--- config.mk ---
export PLATFORM = sky130hd
export DESIGN_NAME = tces_ctrl
export DESIGN_NICKNAME = d
export VERILOG_FILES = /design/src/tces_pkg.sv /design/src/tces_ctrl.sv
export SDC_FILE = /design/constraint.sdc
export NUM_CORES = 1
export LEC_CHECK = 0
export BUFFER_PORTS_ARGS = -buffer_cell sky130_fd_sc_hd__buf_2
export CORE_ASPECT_RATIO = 0.5
export CORE_UTILIZATION = 40
export CTS_BUF_LIST = sky130_fd_sc_hd__clkbuf_8
export DETAILED_ROUTE_END_ITERATION = 12
export GPL_TIMING_DRIVEN = 0
export PLACE_DENSITY = 0.71
export SYNTH_ARGS = -nofsm -noshare
export SYNTH_HDL_FRONTEND = slang
export SYNTH_SLANG_ARGS = --single-unit
--- constraint.sdc ---
create_clock -name i_core_clk -period 2.3 [get_ports i_core_clk]
set_input_delay 0.46 -clock i_core_clk [delete_from_list [all_inputs] [get_ports i_core_clk]]
set_output_delay 0.46 -clock i_core_clk [all_outputs]
set_load 0.02 [all_outputs]
--- src/tces_pkg.sv ---
// Shared constants for the tape control ending, scan and selection sequencer
package tces_pkg;
    // --------------------------------------------------------------
    // Register map
    // --------------------------------------------------------------
    localparam logic [3:0] ADDR_CTRL = 4'h0;
    localparam logic [3:0] ADDR_SENSE = 4'h1;
    localparam logic [3:0] ADDR_STATUS = 4'h2;
    localparam logic [3:0] ADDR_STATE = 4'h3;
    localparam int CTRL_DIAG_BIT = 0;
    localparam int CTRL_LAST_LSB = 1;
    localparam logic [7:0] CTRL_RESET = 8'h0E;
    // --------------------------------------------------------------
    // Sense byte bits
    // --------------------------------------------------------------
    localparam int SN_CMD_REJ = 0;
    localparam int SN_BUS_CHK = 1;
    localparam int SN_TU_REJ = 2;
    localparam int SN_VEL = 3;
    localparam int SN_TACH_STOP = 4;
    localparam int SN_BACK_BOT = 5;
    localparam int SN_ALU = 6;
    localparam int SN_ILLEGAL = 7;
    // --------------------------------------------------------------
    // Unit status bits
    // --------------------------------------------------------------
    localparam int ST_UC = 1;
    localparam int ST_DE = 2;
    localparam int ST_CE = 3;
    // --------------------------------------------------------------
    // Command codes
    // --------------------------------------------------------------
    localparam logic [7:0] CMD_TEST_IO = 8'h00;
    localparam logic [7:0] CMD_WRITE = 8'h01;
    localparam logic [7:0] CMD_READ = 8'h02;
    localparam logic [7:0] CMD_SENSE = 8'h04;
    localparam logic [7:0] CMD_REWIND = 8'h07;
    localparam logic [7:0] CMD_ERASE_GAP = 8'h17;
    localparam logic [7:0] CMD_BACKSPACE = 8'h27;
    localparam logic [7:0] CMD_SECURE_ERASE = 8'h97;
    // --------------------------------------------------------------
    // Timing
    // --------------------------------------------------------------
    localparam int CLK_KHZ = 200000;
    localparam int TACH_STOP_MS = 5;
    localparam int TACH_STOP_CYC = TACH_STOP_MS * CLK_KHZ;
    localparam int TACH_MIN_CYC = 200;
    localparam int TACH_MAX_CYC = 2000;
    localparam logic [7:0] ALU_PATTERN = 8'hA5;
    localparam logic [7:0] ALU_ALL_ONES = 8'hFF;
    // --------------------------------------------------------------
    // Sequencer states
    // --------------------------------------------------------------
    typedef enum logic [7:0] {
        S_IDLE = 8'h01,
        S_SELECT = 8'h02,
        S_RUN = 8'h04,
        S_STOP = 8'h08,
        S_DIAG = 8'h10,
        S_TERM = 8'h20,
        S_PRESENT = 8'h40,
        S_CLEAN = 8'h80
    } tces_state_t;
endpackage : tces_pkg

--- src/tces_ctrl.sv ---
// Tape control ending sequence, idle scan loop and initial selection
// Summary of operation
// - On end: drop tags, sense, diagnose, idle
// - No tach pulse 5 ms: tach stop
// - Tach interval too short/long: velocity check
// - Unit not ready or start off: reject
// - Backward command at load point: error
// - After sense checks, self-test ALU, record failure
// - Any sense bit gives unit check
// - Chained operation: withhold status, await next
// - Device end except rewind and secure erase
// - Adapter select during ending takes priority
// - Pending status or test IO: present status
// - Otherwise, or halt with pending: reset tags
// - Metering active during rewind or secure erase
// - Unaccepted status is stacked and kept pending
// - Secure erase legal only chained from erase gap
// - Command out sampled; halt IO terminates operation
// - Idle scan drives metering from device-end primes
// - Failed secure erase: device end plus check
// - Completed rewind or erase: device end alone
// - Idle scan steps unit address up to last, then wraps to 0
// - Command byte parity checked before decode
// - Invalid command: illegal sense and reject
`timescale 1ns/1ps
module tces_ctrl
    import tces_pkg::*;
#(
    parameter int P_TACH_STOP_CYC = TACH_STOP_CYC,
    parameter int P_UNITS = 8
) (
    input wire logic i_core_clk,
    input wire logic i_rst_n,
    input wire logic [3:0] i_addr,
    input wire logic [7:0] i_wdata,
    input wire logic i_wr,
    input wire logic i_rd,
    output logic [7:0] o_rdata,
    input wire logic i_adapter_select,
    input wire logic i_cmd_valid,
    input wire logic [7:0] i_cmd_byte,
    input wire logic i_cmd_parity,
    input wire logic i_cmd_chained,
    input wire logic i_command_out,
    input wire logic i_halt_io_request,
    input wire logic i_status_accept,
    input wire logic i_status_stack,
    input wire logic i_op_done,
    input wire logic i_tach_pulse,
    input wire logic i_tu_ready,
    input wire logic i_tu_start,
    input wire logic i_at_load_point,
    input wire logic i_tu_interrupt,
    input wire logic i_tu_erase_fail,
    input wire logic [P_UNITS-1:0] i_de_prime,
    output logic o_service_in,
    output logic o_move_tag,
    output logic o_status_valid,
    output logic [7:0] o_status_byte,
    output logic o_tags_reset,
    output logic o_metering_in,
    output logic [2:0] o_tu_addr
);
    // ----------------------------------------------------------
    // Helpers
    // ----------------------------------------------------------
    function automatic logic cmd_known(input logic [7:0] c);
        cmd_known = (c == CMD_TEST_IO) || (c == CMD_WRITE) || (c == CMD_READ) ||
            (c == CMD_SENSE) || (c == CMD_REWIND) || (c == CMD_ERASE_GAP) ||
            (c == CMD_BACKSPACE) || (c == CMD_SECURE_ERASE);
    endfunction : cmd_known

    function automatic logic cmd_long(input logic [7:0] c);
        cmd_long = (c == CMD_REWIND) || (c == CMD_SECURE_ERASE);
    endfunction : cmd_long

    tces_state_t state_reg, state_next;
    logic [7:0] ctrl_reg, sense_reg, pend_reg, cmd_reg;
    logic [2:0] unit_reg;
    logic halt_reg, long_op_reg, tach_seen_reg;
    logic [23:0] tach_cnt_reg;
    logic parity_ok, test_io_request, alu_fail, halt_seen;

    // Odd parity over byte plus parity bit
    assign parity_ok = ^{i_cmd_byte, i_cmd_parity};
    assign test_io_request = (cmd_reg == CMD_TEST_IO);
    assign halt_seen = i_command_out && i_halt_io_request;
    // ALU check: x + ~x must give all ones; control bit injects a fault
    assign alu_fail = ((8'(ALU_PATTERN + ~ALU_PATTERN)) != ALU_ALL_ONES) ||
        ctrl_reg[CTRL_DIAG_BIT];

    // ----------------------------------------------------------
    // Sequencer
    // ----------------------------------------------------------
    always_comb begin
        state_next = state_reg;
        unique case (state_reg)
            S_IDLE: begin
                if (i_adapter_select) begin
                    state_next = S_SELECT;
                end
            end
            S_SELECT: begin
                if (i_cmd_valid) begin
                    if (!parity_ok || !cmd_known(i_cmd_byte) ||
                        (i_cmd_byte == CMD_SECURE_ERASE &&
                        !(i_cmd_chained && cmd_reg == CMD_ERASE_GAP)) ||
                        i_cmd_byte == CMD_TEST_IO) begin
                        state_next = S_TERM;
                    end else begin
                        state_next = S_RUN;
                    end
                end
            end
            S_RUN: begin
                if (i_op_done || halt_seen) begin
                    state_next = S_STOP;
                end
            end
            S_STOP: state_next = S_DIAG;
            S_DIAG: state_next = S_TERM;
            S_TERM: begin
                if (i_adapter_select) begin
                    state_next = S_SELECT;
                end else if (i_cmd_chained && sense_reg == 8'h00 && !halt_reg) begin
                    state_next = S_SELECT;
                end else if ((pend_reg != 8'h00 || sense_reg != 8'h00 || test_io_request) && !halt_reg) begin
                    state_next = S_PRESENT;
                end else begin
                    state_next = S_CLEAN;
                end
            end
            S_PRESENT: begin
                if (i_status_accept || i_status_stack) begin
                    state_next = S_CLEAN;
                end
            end
            S_CLEAN: state_next = S_IDLE;
        endcase
    end

    // State register
    always_ff @(posedge i_core_clk or negedge i_rst_n) begin
        if (!i_rst_n) begin
            state_reg <= S_IDLE;
        end else begin
            state_reg <= state_next;
        end
    end

    // Command capture and chaining history
    always_ff @(posedge i_core_clk or negedge i_rst_n) begin
        if (!i_rst_n) begin
            cmd_reg <= CMD_TEST_IO;
        end else if (state_reg == S_SELECT && i_cmd_valid) begin
            cmd_reg <= i_cmd_byte;
        end
    end

    // Halt IO latch, cleared on a new selection
    always_ff @(posedge i_core_clk or negedge i_rst_n) begin
        if (!i_rst_n) begin
            halt_reg <= 1'b0;
        end else if (state_reg == S_RUN && halt_seen) begin
            halt_reg <= 1'b1;
        end else if (state_reg == S_SELECT) begin
            halt_reg <= 1'b0;
        end
    end

    // Tachometer interval timer, runs while tape is commanded to move
    always_ff @(posedge i_core_clk or negedge i_rst_n) begin
        if (!i_rst_n) begin
            tach_cnt_reg <= 24'h000000;
            tach_seen_reg <= 1'b0;
        end else if (state_reg == S_RUN) begin
            if (i_tach_pulse) begin
                tach_cnt_reg <= 24'h000000;
                tach_seen_reg <= 1'b1;
            end else if (tach_cnt_reg < 24'(P_TACH_STOP_CYC)) begin
                tach_cnt_reg <= tach_cnt_reg + 24'h000001;
            end
        end else begin
            tach_cnt_reg <= 24'h000000;
            tach_seen_reg <= 1'b0;
        end
    end

    // Sense byte: cleared when selected from idle, errors accumulate through the operation
    always_ff @(posedge i_core_clk or negedge i_rst_n) begin
        if (!i_rst_n) begin
            sense_reg <= 8'h00;
        end else if (state_reg == S_IDLE && i_adapter_select) begin
            sense_reg <= 8'h00;
        end else begin
            if (state_reg == S_SELECT && i_cmd_valid) begin
                if (!parity_ok) begin
                    sense_reg[SN_BUS_CHK] <= 1'b1;
                end else if (!cmd_known(i_cmd_byte) ||
                    (i_cmd_byte == CMD_SECURE_ERASE &&
                    !(i_cmd_chained && cmd_reg == CMD_ERASE_GAP))) begin
                    sense_reg[SN_ILLEGAL] <= 1'b1;
                    sense_reg[SN_CMD_REJ] <= 1'b1;
                end
            end
            if (state_reg == S_RUN) begin
                if (tach_cnt_reg >= 24'(P_TACH_STOP_CYC)) begin
                    sense_reg[SN_TACH_STOP] <= 1'b1;
                end
                if (i_tach_pulse && tach_seen_reg && (tach_cnt_reg < 24'(TACH_MIN_CYC) ||
                    tach_cnt_reg > 24'(TACH_MAX_CYC))) begin
                    sense_reg[SN_VEL] <= 1'b1;
                end
            end
            if (state_reg == S_STOP) begin
                if (!i_tu_ready || !i_tu_start) begin
                    sense_reg[SN_TU_REJ] <= 1'b1;
                end
                if (cmd_reg == CMD_BACKSPACE && i_at_load_point) begin
                    sense_reg[SN_BACK_BOT] <= 1'b1;
                end
            end
            if (state_reg == S_DIAG && alu_fail) begin
                sense_reg[SN_ALU] <= 1'b1;
            end
        end
    end

    // Pending status: built at the ending, from unit interrupts in the scan;
    // cleared on acceptance or by chaining, kept when stacked, a set wins over a clear
    always_ff @(posedge i_core_clk or negedge i_rst_n) begin
        if (!i_rst_n) begin
            pend_reg <= 8'h00;
        end else begin
            if ((state_reg == S_PRESENT && i_status_accept) ||
                (state_reg == S_TERM && state_next == S_SELECT && !i_adapter_select)) begin
                pend_reg <= 8'h00;
            end
            if (state_reg == S_DIAG) begin
                pend_reg[ST_CE] <= 1'b1;
                pend_reg[ST_UC] <= (sense_reg != 8'h00) || alu_fail;
                if (!cmd_long(cmd_reg)) begin
                    pend_reg[ST_DE] <= 1'b1;
                end
            end else if (state_reg == S_TERM && sense_reg != 8'h00) begin
                pend_reg[ST_UC] <= 1'b1;
            end
            if (state_reg == S_IDLE && i_tu_interrupt && long_op_reg) begin
                pend_reg[ST_DE] <= 1'b1;
                if (i_tu_erase_fail && cmd_reg == CMD_SECURE_ERASE) begin
                    pend_reg[ST_UC] <= 1'b1;
                end
            end
        end
    end

    // Long operation tracking for metering and deferred device end
    always_ff @(posedge i_core_clk or negedge i_rst_n) begin
        if (!i_rst_n) begin
            long_op_reg <= 1'b0;
        end else if (state_reg == S_RUN && cmd_long(cmd_reg)) begin
            long_op_reg <= 1'b1;
        end else if (state_reg == S_IDLE && i_tu_interrupt) begin
            long_op_reg <= 1'b0;
        end
    end

    // Idle scan unit address
    always_ff @(posedge i_core_clk or negedge i_rst_n) begin
        if (!i_rst_n) begin
            unit_reg <= 3'h0;
        end else if (state_reg == S_IDLE && !i_adapter_select && pend_reg == 8'h00 &&
            !i_tu_interrupt) begin
            if (unit_reg != ctrl_reg[CTRL_LAST_LSB +: 3]) begin
                unit_reg <= unit_reg + 3'h1;
            end else begin
                unit_reg <= 3'h0;
            end
        end
    end

    // Interface tags toward host and tape unit
    always_ff @(posedge i_core_clk or negedge i_rst_n) begin
        if (!i_rst_n) begin
            o_service_in <= 1'b0;
            o_move_tag <= 1'b0;
            o_tags_reset <= 1'b0;
            o_status_valid <= 1'b0;
            o_status_byte <= 8'h00;
        end else begin
            o_service_in <= (state_next == S_RUN);
            o_move_tag <= (state_next == S_RUN);
            o_tags_reset <= (state_next == S_CLEAN);
            o_status_valid <= (state_next == S_PRESENT);
            o_status_byte <= (state_next == S_PRESENT) ? pend_reg : 8'h00;
        end
    end

    // Metering line and unit address
    always_ff @(posedge i_core_clk or negedge i_rst_n) begin
        if (!i_rst_n) begin
            o_metering_in <= 1'b0;
            o_tu_addr <= 3'h0;
        end else begin
            o_metering_in <= long_op_reg || (|i_de_prime);
            o_tu_addr <= unit_reg;
        end
    end

    // ----------------------------------------------------------
    // Register port
    // ----------------------------------------------------------
    always_ff @(posedge i_core_clk or negedge i_rst_n) begin
        if (!i_rst_n) begin
            ctrl_reg <= CTRL_RESET;
        end else if (i_wr && i_addr == ADDR_CTRL) begin
            ctrl_reg <= i_wdata;
        end
    end

    // Read data, valid the cycle after the strobe
    always_ff @(posedge i_core_clk or negedge i_rst_n) begin
        if (!i_rst_n) begin
            o_rdata <= 8'h00;
        end else if (i_rd) begin
            unique case (i_addr)
                ADDR_CTRL: o_rdata <= ctrl_reg;
                ADDR_SENSE: o_rdata <= sense_reg;
                ADDR_STATUS: o_rdata <= pend_reg;
                ADDR_STATE: o_rdata <= state_reg;
                default: o_rdata <= 8'h00;
            endcase
        end else begin
            o_rdata <= 8'h00;
        end
    end
endmodule : tces_ctrl

==> impl_metrics.tcl, run 1 <==
set metrics [dict create \
    status "complete, but fails checks" \
    std_cell_rows 26 \
    place_ws_ns -0.2345 \
    muxShareOfSynthArea_pct 6.427 \
    start_util_pct 41.17 \
    firstDrtPassIters 6 \
    insertion_delay_ns 0.36 \
    synth_cell_types 55 \
    synth-main-ff-cell "dfrtp_1" \
    pwr_density_cell_nw_per_um2 774.2 \
    async_flop_share_pct 100.0 \
    critPathCaptureType "flip-flop" \
    synth_area_leaders "dfrtp_1 (46%), mux2_2 (4.8%), nor2_1 (4.5%)" \
    drc 0 \
    synth_top_area_share_pct 46.41 \
    syn_to_final_growth_pct 23.59 \
    via_count 3482 \
    layout_commonest_cell "dfrtp_1" \
    hold_class "in2reg" \
    netlist.top_cell.by_area "dfrtp_1" \
    design.die.area_um2 10950 \
    path_clk_slew_ns 0.08 \
    dieWidth_um 147.0 \
    critPathArrivalTime_ns 2.65 \
    synthCells 422 \
    stdcell_count 663 \
    synth_xor_area_share_pct 6.248 \
    synthAdderAreaFrac_pct 0.8926 \
    layout-drive-gt1-share_pct 29.06 \
    cts_root_buffer "clkbuf_8" \
    hold_viol 0 \
    fin_setup_tns_ns -0.05793 \
    grt_max_degree 71 \
    dp.final_hpwl_mm 7.239 \
    dp_cells 630 \
    relSlewSlack_pct 57.51 \
    required_ns 2.59 \
    wl_per_cell_um 14.99 \
    yosysSeqAreaShare_pct 48.91 \
    yosys.area_share.simple_pct 24.46 \
    slew_viol_final 0 \
    netlist_area_um2 4205 \
    antenna_found_initial 0 \
    multi_input_area_um2 2116 \
    diodes 0 \
    violations "setup timing" \
    worst_slew_pin_slew_ns 0.6327 \
    mostFrequentLayoutCells "dfrtp_1 (74), buf_2 (63), nor2_1 (50)" \
    cts_tree "built" \
    grt_pass1_wl_mm 15.82 \
    fillers 942 \
    clock.fmax_mhz 424.1 \
    setup_viol 1 \
    cts_max_path_buffers 2 \
    setup.worst_path.start_class "flip-flop" \
    yosysWarningCount 0 \
    core_um2 10210 \
    synth_top_family_by_area "simple AND/OR/NAND/NOR gates" \
    drt-total-wl_mm 9.936 \
    synthesis.area_per_instance_um2 9.965 \
    whs_ns 0.2928 \
    gp_congestion 0.9207 \
    synth_compound_area_share_pct 9.908 \
    gr-total-overflow 0 \
    timing.final.crit_share_pct 102.5 \
    cellLeakagePower_nw 2.388 \
    timing.final.crit_period_ns 2.358 \
    cts.sinks 82 \
    layout.nets 568 \
    ys_ff_latch 82 \
    synth-edff-count 0 \
    die_h_um 74.50 \
    critPathMaxFanout 4 \
    largest_reg_flops 24 \
    ioPinCount 71 \
    register_area_um2 2062 \
    setup_ws_ns -0.05793 \
    maxCapViolations 0 \
    drt.antenna.violating_nets 0 \
    worstSetupPathType "reg2reg" \
    rsz0062_at_grt "true" \
    htree_levels 3 \
    clock_skew_ns 0.01092 \
    drtIter0Drc 258 \
    avgViaCountPerCell 5.252 \
    grt_pass1_vias 3189 \
    track_usage_pct 19.14 \
    cts_buffers 9 \
    portBuffers 63 \
    p_total_mw 4.024 \
    max-vdd-ir-drop_uv 358.2 \
]
kinds of logic (layout without fill, tap and decap cells):
family	Yosys count	after routing
adder cells (fa/ha/maj)	3	3
multiplexers	21	21
AND/OR/NAND/NOR	198	198
buffers and inverters	27	124
XOR/XNOR	30	30
flip-flops	82	82
other	1	5
AO/OA/AOI/OAI	60	60
layout make-up:
class                           instances  area share, %
Timing Repair Buffer                   83          9.437
Tap cell                              140          3.370
Multi-Input combinational cell        317          40.71
Buffer                                 17          2.022
Sequential cell                        82          39.67
Clock buffer                           10          2.648
Clock inverter                          6          1.565
Inverter                                8         0.5778
layer usage:
metal  GRT usage (%)  share of wire (%)  vias to the layer above
met5               0                  0                        -
met4           6.186               0.63                        0
met3           5.767                6.4                        6
met2           29.65                 46                       96
met1           26.03                 47                     1682
li1                -                  -                     1698
per-stage QoR:
| stage | utilization [%] | cell area [um2] |
|---|---|---|
| 6_report | 50.88 | 5197 |
| 5_1_grt | 50.88 | 5197 |
| 4_1_cts | 49.22 | 5027 |
| 3_5_place_dp | 46.41 | 4741 |
| 3_3_place_gp | 46.12 | 4711 |
| 2_1_floorplan | - | 4220 |
report_power, final:
part | leakage (nW) | switching (mW) | internal [mW] | total, mW
sequential | 1.06 | 0.223 | 1.66 | 1.88
combinational | 1.22 | 0.513 | 0.481 | 0.995
clock | 0.113 | 0.515 | 0.633 | 1.15
total | 2.39 | 1.25 | 2.77 | 4.02
cell usage after synthesis, drive strengths merged, types with 2 or more instances:
master,count
nand2,37
mux2,18
a21o,3
and3,11
a22oi,5
nand2b,6
o211ai,3
inv,8
and2,13
nor4,12
o21ai,13
a21oi,14
or3,2
a41oi,2
xor2,18
mux4,3
dfstp,4
xnor2,12
a31oi,4
nand4,11
nor2b,5
or4,7
dfrtp,78
nand3,24
o221ai,2
nor2,50
nor3,12
buf,10
a32o,2
nor4bb,2
and4,2
nor4b,2
ha,3
clkbuf,9
nor3b,2
worst max-delay path, stage by stage, from the launching register on:
cell and delay (ns):
dfrtp_1 0.41, or4_4 0.57, o32a_1 0.34, o21ai_4 0.23, nand3_2 0.13, or4_1 0.51
o21ai_1 0.09
timing repair:
action,CTS,global route
hold buffers,1,0
gates resized for setup,10,18
endpoints found under the hold margin,12,0
setup endpoints to repair,37,35
setup buffers,3,15
pin swaps,3,3
final timing paths:
path / start / to / slack [ns] / depth (start not counted)
min in group asynchronous: i_rst_n / tach_cnt_reg[13] / 0.49 / 2
worst max-delay path: tach_cnt_reg[15] / tach_cnt_reg[11] / -0.06 / 6
max in group asynchronous: i_rst_n / state_reg[0] / 1.19 / 3
worst max register to register: tach_cnt_reg[15] / tach_cnt_reg[11] / -0.06 / 6
worst min-delay path: i_de_prime[6] / o_metering_in / 0.29 / 3
worst min register to register: unit_reg[2] / o_tu_addr[2] / 0.46 / 0
(Power assumes the default switching activity.)
==> run 2, diff against run 1 <==
CELL_PAD_IN_SITES_DETAIL_PLACEMENT = 1   (was not set)
CELL_PAD_IN_SITES_GLOBAL_PLACEMENT = 1   (was not set)
PLACE_DENSITY = 0.86   (was 0.71)
==> impl_metrics.tcl, run 2 (synthesized netlist as in run 1, its figures left out) <==
set metrics [dict create \
    final_area_um2 5114 \
    grt_max_degree 72 \
    drc 0 \
    pwr_density_cell_nw_per_um2 756.6 \
    drt.antenna.violating_nets 0 \
    core_um2 10210 \
    dp.final_hpwl_mm 8.389 \
    clock.fmax_mhz 431.4 \
    grt_pass1_wl_mm 18.98 \
    hold_class "in2reg" \
    syn_to_final_growth_pct 21.60 \
    mostFrequentLayoutCells "dfrtp_1 (75), buf_2 (63), nor2_1 (49)" \
    r2r_cells 6 \
    portBuffers 63 \
    setup.worst_path.start_class "flip-flop" \
    largest_reg_flops 24 \
    switching_share_pct 34.54 \
    start_util_pct 41.17 \
    diodes 0 \
    clock_power_share_pct 23.7 \
    layout-drive-gt1-share_pct 28.63 \
    relSlewSlack_pct 58.88 \
    critPathSlowestCell "or4_4" \
    slew_viol_final 0 \
    p_seq_share_pct 49.1 \
    rsz0062_at_grt "true" \
    design.die.area_um2 10950 \
    critPathArrivalTime_ns 2.61 \
    p_total_mw 3.869 \
    critical_path.startpoint "tach_cnt_reg[13]" \
    timing.final.crit_period_ns 2.318 \
    track_usage_pct 22.92 \
    drtIter0Drc 233 \
    setup_viol 1 \
    hp-start "i_de_prime[6]" \
    cts_max_path_buffers 2 \
    gr-total-overflow 0 \
    rrSetupSlack_ns -0.02 \
    critPathMaxFanout 5 \
    layout.nets 562 \
    die_h_um 74.50 \
    cp_num_cells 6 \
    placedInstanceArea_um2 4741 \
    cts_buffers 9 \
    avgViaCountPerCell 5.539 \
    timing.final.crit_share_pct 100.8 \
    r2r-end "tach_cnt_reg[11]" \
    status "complete, but fails checks" \
    grt_pass1_vias 3710 \
    cts_root_buffer "clkbuf_8" \
    violations "setup timing" \
    worst_path_most_repeated_cell "or4_4" \
    via_count 3639 \
    cts_tree "built" \
    layout_commonest_cell "dfrtp_1" \
    p_switching_mw 1.336 \
    dp_cells 630 \
    crit_end "tach_cnt_reg[11]" \
    gp_congestion 0.8950 \
    cts.sinks 82 \
    wl_per_cell_um 18.21 \
    intPower_mw 2.533 \
    worst_slew_pin_slew_ns 0.6122 \
    hold_viol 0 \
    stdcell_count 657 \
    max-vdd-ir-drop_uv 339.9 \
    clock_skew_ns 0.01339 \
    path_clk_slew_ns 0.08 \
    insertion_delay_ns 0.36 \
    r2r-start "tach_cnt_reg[13]" \
    critPathCaptureType "flip-flop" \
    ioPinCount 71 \
    dieWidth_um 147.0 \
    firstDrtPassIters 4 \
    crit_family "simple AND/OR/NAND/NOR gates" \
    required_ns 2.59 \
    pwr-share-comb_pct 27.2 \
    antenna_found_initial 0 \
    worstSetupPathType "reg2reg" \
    cellLeakagePower_nw 2.338 \
    cp.buffers_inverters 0 \
    crit_chain "or4_4 -> o32a_1 -> o21ai_4 -> nand3_2 -> or4_4 -> o21ai_1" \
    critPathMaxStageDelay_ns 0.55 \
    std_cell_rows 26 \
    final_util_pct 50.06 \
    htree_levels 3 \
    drt-total-wl_mm 11.96 \
    setup_ws_ns -0.01812 \
    maxCapViolations 0 \
]
run 2: final cells by class:
class / instances / area [um2]
Fill cell: 1212 / 5101
Multi-Input combinational cell: 317 / 2133
Sequential cell: 82 / 2061
Timing Repair Buffer: 77 / 449.2
Tap cell: 140 / 175.2
Clock buffer: 9 / 123.9
Buffer: 17 / 102.6
Clock inverter: 7 / 38.79
Inverter: 8 / 30.03
run 2: worst min-delay path by stage:
stage	end	cells after the start	slack (ns)
2_1_floorplan	cmd_reg[0]	0	0.16
3_3_place_gp	o_tu_addr[1]	0	0.44
3_5_place_dp	o_tu_addr[2]	1	0.33
4_1_cts	o_metering_in	3	0.30
5_1_grt	ctrl_reg[3]	2	0.32
6_report	o_metering_in	3	0.31
run 2: worst register-to-register path, stage by stage, from the launching register on:
cell,delay [ns]
dfrtp_1,0.39
or4_4,0.55
o32a_1,0.35
o21ai_4,0.24
nand3_2,0.11
or4_4,0.53
o21ai_1,0.08
run 2: metrics by stage:
step	worst slack, ns	hold WS (ns)	TNS, ns
global route	-0.1246	0.3158	-0.5901
floorplan	0.006153	0.1644	0
detailed placement	-0.2927	0.3256	-4.943
CTS	0.002841	0.2963	0
global placement	-0.2054	0.4392	-2.417
finish	-0.01812	0.3069	-0.01812
run 2: repair_timing:
item,CTS,global route
gates cloned,0,0
setup buffers,9,4
setup endpoints to repair,38,42
hold buffers,1,0
pin swaps,6,4
endpoints found under the hold margin,11,0
gates resized for setup,15,16
run 2: power groups by stage:
stage	logic, mW	registers (mW)	clock network, mW
2_1_floorplan	0.664	1.83	0
3_3_place_gp	0.916	1.87	0
3_5_place_dp	0.965	1.88	0
4_1_cts	1.02	1.88	0.937
5_1_grt	1.15	1.93	0.986
6_report	1.05	1.90	0.918
run 2: per-layer routing:
metal  global-route usage (%)  up-vias  routed length, um
li1                         -     1693                  -
met1                    27.81     1845               5167
met2                    40.60       89               6003
met5                        0        -                  0
met4                    8.247        0                155
met3                    5.828       12                637
